==> config.mk <==
export PLATFORM = sky130hd
export DESIGN_NAME = rfsr_regs
export DESIGN_NICKNAME = d
export VERILOG_FILES = /design/src/rtl/rfsr_pkg.sv /design/src/rtl/rfsr_regs.sv
export SDC_FILE = /design/constraint.sdc
export NUM_CORES = 1
export LEC_CHECK = 0
export BUFFER_PORTS_ARGS = -buffer_cell sky130_fd_sc_hd__clkbuf_2
export CORE_MARGIN = 4
export CORE_UTILIZATION = 55
export DETAILED_ROUTE_END_ITERATION = 8
export HOLD_SLACK_MARGIN = 0.15
export PLACE_DENSITY = 0.9
export SLEW_MARGIN = 30
export SYNTH_ARGS = -nofsm -noshare
export SYNTH_HDL_FRONTEND = slang
export SYNTH_SLANG_ARGS = --single-unit
==> constraint.sdc <==
create_clock -name pclk -period 3 [get_ports pclk]
set_input_delay 0.45 -clock pclk [delete_from_list [all_inputs] [get_ports pclk]]
set_output_delay 0.45 -clock pclk [all_outputs]
set_load 0.03 [all_outputs]
==> src/rtl/rfsr_pkg.sv <==
// rfsr_pkg: register map, field layout, reset values and timing counts
// of the radio frame status register bank.
// assumes a 100 MHz APB clock and one aligned 32-bit word per register.
package rfsr_pkg;

  // apb geometry
  localparam int ADDR_W = 18;
  localparam int DATA_W = 32;

  // register indexes; byte address is four times the index
  localparam logic [15:0] IDX_IO_CONFIG_A   = 16'hdf4f; // threshold level
  localparam logic [15:0] IDX_IO_CONFIG_B   = 16'hdf50; // channel clear pin
  localparam logic [15:0] IDX_IO_CONFIG_C   = 16'hdf51; // frame delimiter pin
  localparam logic [15:0] IDX_IO_CONFIG_D   = 16'hdf52; // buffer pins
  localparam logic [15:0] IDX_RX_BYTE_COUNT = 16'hdf53;
  localparam logic [15:0] IDX_FSM_TIMING    = 16'hdf54;
  localparam logic [15:0] IDX_SILICON_REV   = 16'hdf60;
  localparam logic [15:0] IDX_SILICON_ID    = 16'hdf61;
  localparam logic [15:0] IDX_LIVE_STATUS   = 16'hdf62;
  localparam logic [15:0] IDX_RADIO_POWER   = 16'hdf70;
  localparam logic [15:0] IDX_POWER_DELAY   = 16'hdf71;
  localparam logic [15:0] IDX_IRQ_FLAGS     = 16'hdf72;
  localparam logic [15:0] IDX_STROBE        = 16'hdf73;

  // frame fsm timing control fields
  localparam int FSM_ABORT_RX    = 5;
  localparam int FSM_RX_INTR     = 4;
  localparam int FSM_NO_AUTO_RX  = 3;
  localparam int FSM_TO_DISABLE  = 2;
  localparam int FSM_PENDING_OR  = 1;
  localparam int FSM_ACCEPT_ACK  = 0;
  localparam logic [5:0] FSM_RESET = 6'h21;

  // io config fields
  localparam int IO_OE       = 6;
  localparam int IO_POL      = 5;
  localparam int IO_BUF_OE   = 1;
  localparam int IO_BUF_POL  = 0;
  localparam int IO_THR_OE   = 3;
  localparam int IO_THR_POL  = 2;
  localparam logic [6:0] THRESHOLD_RESET = 7'h40;

  // power and irq fields
  localparam int PWR_PD      = 0;
  localparam int PWR_PENDING = 1;
  localparam int IRQ_REG_RDY = 0;
  localparam logic [7:0] POWER_DELAY_RESET = 8'h10;

  // strobe commands
  localparam logic [7:0] CMD_RX_ON  = 8'h01;
  localparam logic [7:0] CMD_TX_ON  = 8'h02;
  localparam logic [7:0] CMD_RF_OFF = 8'h03;

  // identity values, arbitrary
  localparam logic [7:0] REVISION_DEFAULT = 8'h3a;
  localparam logic [7:0] IDENTITY_DEFAULT = 8'h5c;

  // timing
  localparam int CLK_NS         = 10;
  localparam int SYMBOL_NS      = 16000;
  localparam int RX_TO_SYMBOLS  = 12;
  localparam int RX_TO_CYCLES   = SYMBOL_NS * RX_TO_SYMBOLS / CLK_NS;
  localparam int REG_UNIT_CYCLES = 32;

  // live inputs from the radio core
  typedef struct packed {
    logic [7:0] rx_count;
    logic       rx_busy;
    logic       tx_active;
    logic       tx_done;
    logic       rx_end;
    logic       sfd;
    logic       cca;
    logic       filter_pending;
  } rfsr_link_t;

  // controls towards the radio core
  typedef struct packed {
    logic rx_on;
    logic tx_on;
    logic rf_off;
    logic abort_rx;
    logic auto_rx;
    logic rx_timeout;
    logic pending_to_mod;
    logic accept_ack;
    logic ana_reg_en;
    logic dig_reg_en;
  } rfsr_ctrl_t;

endpackage

==> src/rtl/rfsr_regs.sv <==
// rfsr_regs: apb register bank for radio status, frame fsm control,
// debug pin routing and delayed analog regulator power-on.
// assumes live radio inputs synchronous to pclk and a single apb master.
//
// Contract
// RULE1: read-only receive buffer byte count, reset zero
// RULE2: abort bit makes receive strobe abort reception
// RULE3: interrupted flag set by strobe, cleared next strobe
// RULE4: bit3 low gives automatic receive after send
// RULE5: bit2 high disables twelve symbol receive timeout
// RULE6: bit1 ored with filter pending to modulator
// RULE7: bit0 low rejects acknowledge frames
// RULE8: fixed identity and revision read-only registers
// RULE9: status bit4 shows transmission in progress
// RULE10: status bit3 shows buffer not empty
// RULE11: status bit2 shows count above threshold
// RULE12: status bits1,0 show delimiter and channel clear
// RULE13: four status signals routable to debug pins
// RULE14: powerdown bit set disables, clear starts delay
// RULE15: delay expiry sets regulator ready irq flag
// RULE16: pending bit lets software poll power-on
// RULE17: digital regulator off in deep modes, retention
// RULE18: seven-bit threshold level, reset 0x40
// RULE19: pin enable gates output, polarity xors signal
// RULE20: read-only registers ignore writes, reads harmless
//
// Decided for this implementation: the APB register port.
`timescale 1ns/10ps

module rfsr_regs
  import rfsr_pkg::*;
#(
  parameter int         RX_TO_CYC = RX_TO_CYCLES,
  parameter int         REG_UNIT  = REG_UNIT_CYCLES,
  parameter logic [7:0] REVISION  = REVISION_DEFAULT,
  parameter logic [7:0] IDENTITY  = IDENTITY_DEFAULT
) (
  input  logic              pclk,
  input  logic              presetn,
  input  logic              psel,
  input  logic              penable,
  input  logic              pwrite,
  input  logic [ADDR_W-1:0] paddr,
  input  logic [DATA_W-1:0] pwdata,
  output logic [DATA_W-1:0] prdata,
  output logic              pready,
  output logic              pslverr,
  input  rfsr_link_t        link,
  input  logic [1:0]        pm_mode,
  output rfsr_ctrl_t        ctrl,
  output logic [3:0]        dbg_out,
  output logic [3:0]        dbg_oe
);

  // whole module state
  typedef struct packed {
    logic              pready;
    logic              pslverr;
    logic [DATA_W-1:0] prdata;
    logic [6:0]        thr;
    logic [6:0]        cfg_b;
    logic [6:0]        cfg_c;
    logic [5:0]        cfg_d;
    logic [5:0]        fsm;
    logic              pwr_pd;
    logic              pwr_pending;
    logic [7:0]        pwr_dly;
    logic              irq_flag;
    logic [15:0]       dly_cnt;
    logic [15:0]       to_cnt;
    logic              to_run;
    rfsr_ctrl_t        ctrl;
    logic [3:0]        dbg_out;
    logic [3:0]        dbg_oe;
  } rfsr_state_t;

  rfsr_state_t st;
  rfsr_state_t next_st;

  // index match on a word address
  function automatic logic hit(input logic [ADDR_W-1:0] a, input logic [15:0] idx);
    hit = (a == ADDR_W'({idx, 2'b00}));
  endfunction

  // a register exists at this address
  function automatic logic mapped(input logic [ADDR_W-1:0] a);
    mapped = hit(a, IDX_IO_CONFIG_A) | hit(a, IDX_IO_CONFIG_B) | hit(a, IDX_IO_CONFIG_C)
           | hit(a, IDX_IO_CONFIG_D) | hit(a, IDX_RX_BYTE_COUNT) | hit(a, IDX_FSM_TIMING)
           | hit(a, IDX_SILICON_REV) | hit(a, IDX_SILICON_ID) | hit(a, IDX_LIVE_STATUS)
           | hit(a, IDX_RADIO_POWER) | hit(a, IDX_POWER_DELAY) | hit(a, IDX_IRQ_FLAGS)
           | hit(a, IDX_STROBE);
  endfunction

  // live status decoding
  logic       buf_ne;
  logic       thr_flag;
  logic [7:0] status_byte;
  logic [3:0] dbg_sig;
  logic [3:0] dbg_pol;
  logic [3:0] dbg_en;

  // status bits from the live radio signals
  always_comb begin
    buf_ne      = (link.rx_count != 8'h00);                         // see RULE10
    thr_flag    = (link.rx_count > {1'b0, st.thr});                 // see RULE11
    status_byte = {3'h0, link.tx_active, buf_ne, thr_flag, link.sfd, link.cca}; // see RULE9 RULE12
    dbg_sig     = {link.cca, link.sfd, thr_flag, buf_ne};           // see RULE13
    dbg_pol     = {st.cfg_b[IO_POL], st.cfg_c[IO_POL], st.cfg_d[IO_THR_POL], st.cfg_d[IO_BUF_POL]};
    dbg_en      = {st.cfg_b[IO_OE] & (st.cfg_b[4:0] == 5'h00),
                   st.cfg_c[IO_OE] & (st.cfg_c[4:0] == 5'h00),
                   st.cfg_d[IO_THR_OE], st.cfg_d[IO_BUF_OE]};
  end

  // bus phases
  logic       acc_wait;
  logic       wr_now;
  logic [7:0] wb;
  logic       strobe;
  logic       intr_now;
  logic [7:0] rd_byte;

  // next-state logic for bus, registers and sequencing
  always_comb begin
    next_st  = st;
    acc_wait = psel & penable & ~st.pready;
    wr_now   = psel & penable & st.pready & pwrite & ~st.pslverr;
    wb       = pwdata[7:0];
    strobe   = 1'b0;
    intr_now = 1'b0;
    rd_byte  = 8'h00;

    // one-cycle pulses fall by default
    next_st.ctrl.rx_on      = 1'b0;
    next_st.ctrl.tx_on      = 1'b0;
    next_st.ctrl.rf_off     = 1'b0;
    next_st.ctrl.abort_rx   = 1'b0;
    next_st.ctrl.auto_rx    = 1'b0;
    next_st.ctrl.rx_timeout = 1'b0;

    // read data, side-effect free
    if (hit(paddr, IDX_IO_CONFIG_A)) rd_byte = {1'b0, st.thr};                 // see RULE18
    if (hit(paddr, IDX_IO_CONFIG_B)) rd_byte = {1'b0, st.cfg_b};
    if (hit(paddr, IDX_IO_CONFIG_C)) rd_byte = {1'b0, st.cfg_c};
    if (hit(paddr, IDX_IO_CONFIG_D)) rd_byte = {2'h0, st.cfg_d};
    if (hit(paddr, IDX_RX_BYTE_COUNT)) rd_byte = link.rx_count;               // see RULE1
    if (hit(paddr, IDX_FSM_TIMING)) rd_byte = {2'h0, st.fsm};
    if (hit(paddr, IDX_SILICON_REV)) rd_byte = REVISION;                      // see RULE8
    if (hit(paddr, IDX_SILICON_ID)) rd_byte = IDENTITY;                       // see RULE8
    if (hit(paddr, IDX_LIVE_STATUS)) rd_byte = status_byte;                   // see RULE20
    if (hit(paddr, IDX_RADIO_POWER)) rd_byte = {6'h0, st.pwr_pending, st.pwr_pd}; // see RULE16
    if (hit(paddr, IDX_POWER_DELAY)) rd_byte = st.pwr_dly;
    if (hit(paddr, IDX_IRQ_FLAGS)) rd_byte = {7'h0, st.irq_flag};

    // access phase: answer one cycle after penable rises
    if (acc_wait) begin
      next_st.pready  = 1'b1;
      next_st.pslverr = ~mapped(paddr);
      next_st.prdata  = (~pwrite & mapped(paddr)) ? {24'h0, rd_byte} : '0;
    end else begin
      next_st.pready  = 1'b0;
      next_st.pslverr = 1'b0;
    end

    // writes land on the edge that samples pready; read-only ones drop
    if (wr_now) begin
      if (hit(paddr, IDX_IO_CONFIG_A)) next_st.thr = wb[6:0];                 // see RULE18
      if (hit(paddr, IDX_IO_CONFIG_B)) next_st.cfg_b = wb[6:0];
      if (hit(paddr, IDX_IO_CONFIG_C)) next_st.cfg_c = wb[6:0];
      if (hit(paddr, IDX_IO_CONFIG_D)) next_st.cfg_d = wb[5:0];
      if (hit(paddr, IDX_FSM_TIMING)) begin                                   // see RULE20
        next_st.fsm = {wb[FSM_ABORT_RX], st.fsm[FSM_RX_INTR], wb[3:0]};
      end
      if (hit(paddr, IDX_POWER_DELAY)) next_st.pwr_dly = wb;
      if (hit(paddr, IDX_STROBE)) begin
        strobe = (wb == CMD_RX_ON) | (wb == CMD_TX_ON) | (wb == CMD_RF_OFF);
        next_st.ctrl.rx_on  = (wb == CMD_RX_ON);
        next_st.ctrl.tx_on  = (wb == CMD_TX_ON);
        next_st.ctrl.rf_off = (wb == CMD_RF_OFF);
      end
      if (hit(paddr, IDX_RADIO_POWER)) begin
        if (wb[PWR_PD]) begin                                                 // see RULE14
          next_st.pwr_pd      = 1'b1;
          next_st.pwr_pending = 1'b1;
          next_st.dly_cnt     = 16'h0000;
        end else if (st.pwr_pd) begin                                         // see RULE14
          next_st.pwr_pd      = 1'b0;
          next_st.pwr_pending = 1'b1;
          next_st.dly_cnt     = 16'(st.pwr_dly * REG_UNIT);
        end
      end
      if (hit(paddr, IDX_IRQ_FLAGS) & wb[IRQ_REG_RDY]) next_st.irq_flag = 1'b0;
    end

    // strobe handling: abort and interrupted flag
    if (strobe) begin
      intr_now = link.rx_busy & ((wb != CMD_RX_ON) | st.fsm[FSM_ABORT_RX]);   // see RULE2
      next_st.fsm[FSM_RX_INTR] = intr_now;                                    // see RULE3
      next_st.ctrl.abort_rx    = intr_now;                                    // see RULE2
    end

    // automatic receive after any transmission
    if (link.tx_done & ~st.fsm[FSM_NO_AUTO_RX]) next_st.ctrl.auto_rx = 1'b1; // see RULE4

    // post-reception timeout
    if (st.fsm[FSM_TO_DISABLE]) begin                                         // see RULE5
      next_st.to_run = 1'b0;
    end else if (link.rx_end) begin
      next_st.to_run = 1'b1;
      next_st.to_cnt = 16'(RX_TO_CYC - 1);
    end else if (st.to_run) begin
      if (st.to_cnt == 16'h0000) begin
        next_st.to_run          = 1'b0;
        next_st.ctrl.rx_timeout = 1'b1;
      end else begin
        next_st.to_cnt = st.to_cnt - 16'h0001;
      end
    end

    // regulator power-on delay; any write to a mapped register holds the count for one cycle,
    // so a power-down write or an irq clear never meets the expiry
    if (~st.pwr_pd & st.pwr_pending & ~wr_now) begin
      if (st.dly_cnt == 16'h0000) begin
        next_st.pwr_pending = 1'b0;
        next_st.irq_flag    = 1'b1;                                          // see RULE15
      end else begin
        next_st.dly_cnt = st.dly_cnt - 16'h0001;
      end
    end

    // level controls towards the radio core
    next_st.ctrl.pending_to_mod = st.fsm[FSM_PENDING_OR] | link.filter_pending; // see RULE6
    next_st.ctrl.accept_ack     = st.fsm[FSM_ACCEPT_ACK];                   // see RULE7
    next_st.ctrl.ana_reg_en     = ~next_st.pwr_pd & ~next_st.pwr_pending;   // see RULE14
    next_st.ctrl.dig_reg_en     = (pm_mode < 2'd2);                         // see RULE17

    // debug pin routing
    for (int i = 0; i < 4; i++) begin
      next_st.dbg_oe[i]  = dbg_en[i];                                        // see RULE19
      next_st.dbg_out[i] = dbg_en[i] & (dbg_sig[i] ^ dbg_pol[i]);           // see RULE19
    end
  end

  // state register; power modes never reset it, so contents are retained
  always_ff @(posedge pclk or negedge presetn) begin                         // see RULE17
    if (!presetn) begin
      st             <= '0;
      st.thr         <= THRESHOLD_RESET;
      st.fsm         <= FSM_RESET;
      st.pwr_pd      <= 1'b1;
      st.pwr_pending <= 1'b1;
      st.pwr_dly     <= POWER_DELAY_RESET;
      st.ctrl.accept_ack <= 1'b1;
      st.ctrl.dig_reg_en <= 1'b1;
    end else begin
      st <= next_st;
    end
  end

  // outputs straight from state
  assign prdata  = st.prdata;
  assign pready  = st.pready;
  assign pslverr = st.pslverr;
  assign ctrl    = st.ctrl;
  assign dbg_out = st.dbg_out;
  assign dbg_oe  = st.dbg_oe;
endmodule

==> impl_metrics.toml <==
[status]
outcome = "finished, final reports clean"

[cts]
cts_buffer_depth = 2
root_buffer = "clkbuf_8"
cts_setup_buffers = 0
insertion_delay_ns = 0.37
cts_tree = "built"
h-tree-depth = 3
numCtsBuffers = 9
cts_sinks = 105
clkTransAtPathRegs_ns = 0.10

[final_layout]
fillers = 885
register_area_um2 = 2640
drive_gt1_frac = 0.244
fin_cells = 828
fin_nets = 769
multi_input_area_um2 = 2940
antenna_cells = 0
design_area_um2 = 6620
syn_to_final_growth_pct = 9.85

[setup_path]
cp-start-kind = "register"
crit_fanout = 6
rr_worst_depth = 8
reg2reg_to = "st[42]$_DFF_PN0_"
required_ns = 3.23
worstSetupEndpointType = "register"
cp_data_arrival_time_ns = 2.83
critical_path_class = "reg2reg"
reg2reg_slack_ns = 0.40
worst_r2r_startpoint = "st[35]$_DFF_PN0_"

[sta]
drv_slew = 0
holdWs_ns = 0.184
finalSetupViolCount = 0
hold_viol = 0
worst_pin_slew_ns = 0.628
rsz0062_at_grt = "false"
achievable-frequency_mhz = 384
period_share = 0.867
setup-tns-final_ns = 0
fin_skew_ns = 0.00831
maxSlewHeadroom = 0.579
min_period_ns = 2.60

[detailed_routing]
drt_iter0_drc = 613
wl_mm = 16.0
drt_first_pass_iters = 5
drc = 0
vias = 5093
ant_nets = 0
viasPerCell = 6.15
wl_per_cell_um = 19.3

[floorplanning]
fp.dieW_um = 113
die_h_um = 113
row_count = 37
die_area_um2 = 12700
start_util = 0.573
coreArea_um2 = 10500
pin_count = 124

[global_route]
grt-ovfl-total = 0
grt_use_total = 0.254
grt_pass1_vias = 4865
grt_pass1_wl_mm = 25.8
grt_max_degree = 56
antenna_found_initial = 0

[synthesis]
synth.top_cell.area_share = 0.403
ys_warn_count = 0
syn_inst = 623
ys.flop_type = "dfrtp_1"
synth_adder_area_share = 0.0187
synth_simple_gate_area_share = 0.210
yosysSeqAreaShare = 0.438
yosysUniqueCellTypes = 78
synth_top_family_by_area = "simple AND/OR/NAND/NOR gates"
yosys.area.top_type = "dfrtp_1"
muxShareOfSynthArea = 0.0789
avgSynthCellArea_um2 = 9.67
syn_area_um2 = 6020
synth_edf_count = 0
synth_xor_area_frac = 0.0174
synth_area_leaders = "dfrtp_1, mux2_2, buf_4"
async_flop_share = 1.00
synth-seq-cells = 105
synth-compound-area-share = 0.148

[placement]
placed_cells = 812
gp_congestion = 0.987
io_buffer_count = 74
hpwlAfterDp_mm = 12.3
dpl_cell_area_um2 = 6370

[min_path]
holdPathStages = 2
hold_start = "pm_mode[1]"
hp-class = "in2reg"
hold-path-endpoint = "ctrl[0]$_DFF_PN1_"

[power_and_ir_drop]
power_density_nw_per_um2 = 403
ir_worst_vdd_v = 0.000427
p_leak_uw = 0.00305
fin_total_pwr_uw = 2670

[flow_run]
drv_cap = 0
==> cells in the final DEF (no fill, tap or decap), types with 8 or more instances in the layout <==
cell type  count
buf_4         20
nand2b_1       9
nand3_1       31
clkbuf_2      73
nand2_1       56
nor3_1        24
mux2_2        34
dfstp_2        8
clkbuf_8       9
a21oi_1       17
ha_1           9
or4_1          8
o21ai_0       37
nor2_1        37
dfrtp_1       97
inv_1         24
conb_1        24
nor4_1        15
xnor2_1        8
==> area by class of cell <==
type | count | share of cell area
inverter | 25 | 0.0142
timing repair buffer | 95 | 0.0825
tap | 136 | 0.0257
clock buffer | 10 | 0.0193
clock inverter | 5 | 0.0157
multi-input combinational | 452 | 0.444
sequential | 105 | 0.399
==> per-layer routing <==
| metal | vias to the layer above | routed length (um) | GRT usage |
|---|---|---|---|
| li1 | 2347 | - | - |
| met5 | - | 0 | 0 |
| met4 | 0 | 217 | 0.0537 |
| met1 | 2462 | 6780 | 0.352 |
| met3 | 23 | 1400 | 0.0550 |
| met2 | 261 | 7620 | 0.411 |
==> worst max-delay path by stage <==
stage	start	to	slack (ns)
6_report	st[35]$_DFF_PN0_	st[42]$_DFF_PN0_	0.40
5_1_grt	st[36]$_DFF_PN0_	st[46]$_DFF_PN0_	0.17
4_1_cts	st[35]$_DFF_PN0_	st[42]$_DFF_PN0_	0.44
3_5_place_dp	paddr[15]	prdata[3]$_DFFE_PN0P_	0.43
3_3_place_gp	paddr[15]	prdata[3]$_DFFE_PN0P_	0.44
2_1_floorplan	paddr[15]	prdata[3]$_DFFE_PN0P_	0.73
==> cells in the mapped netlist (5+ instances only) <==
library cell  number
nor4_1            15
or4_1              8
mux2i_1            7
nor2_1            37
nand4_1            5
mux2_2            34
nor3_1            24
a21oi_1           17
clkbuf_1           9
o21ai_0           37
dfstp_2            8
and3_1             7
nand2b_1           9
nand3_1           31
buf_4             50
nand2_1           56
inv_1             24
and2_1             6
ha_1               9
o21ai_1            5
dfrtp_1           97
xnor2_1            8
o31ai_1            5
==> worst max-delay path, cell delays in order, from the launching register on <==
cell,delay (ns)
dfrtp_1,0.43
inv_1,0.07
ha_1,0.15
nor3b_1,0.43
nand4b_1,0.34
o31ai_2,0.50
nand2_1,0.29
a21oi_1,0.20
a311oi_1,0.06
==> logic make-up after synthesis <==
logic type / Yosys count
other: 1
DFF: 105
xor gates and xnor gates: 12
buffers and inverters: 89
AOI/OAI and AO/OA: 129
muxes: 43
adders and majority gates: 9
and+or+nand+nor: 235
==> state kept, by name, indices dropped and copies added (netlist names), 2 cells and up <==
register and flops:
prdata 8, dbg_oe 4, st 70, ctrl 10, dbg_pol 4, dbg_en 2, dbg_out 4
==> where the power goes <==
group	total (uW)	internal [uW]	switching, uW
sequential	1430	1420	5.58
clock	1030	552	475
combinational	213	54.7	158
total	2670	2030	639
==> metrics by stage <==
stage,setup WS (ns),util
after floorplan,0.730,-
after global placement,0.435,0.607
after detailed placement,0.425,0.607
after CTS,0.440,0.630
after global routing,0.166,0.630
final,0.398,0.630
==> timing repair <==
item	CTS	global route
hold buffers	1	0
hold endpoints to repair	20	0
gates resized for setup	0	0
No activity file was read; power rests on OpenSTA's default activity.
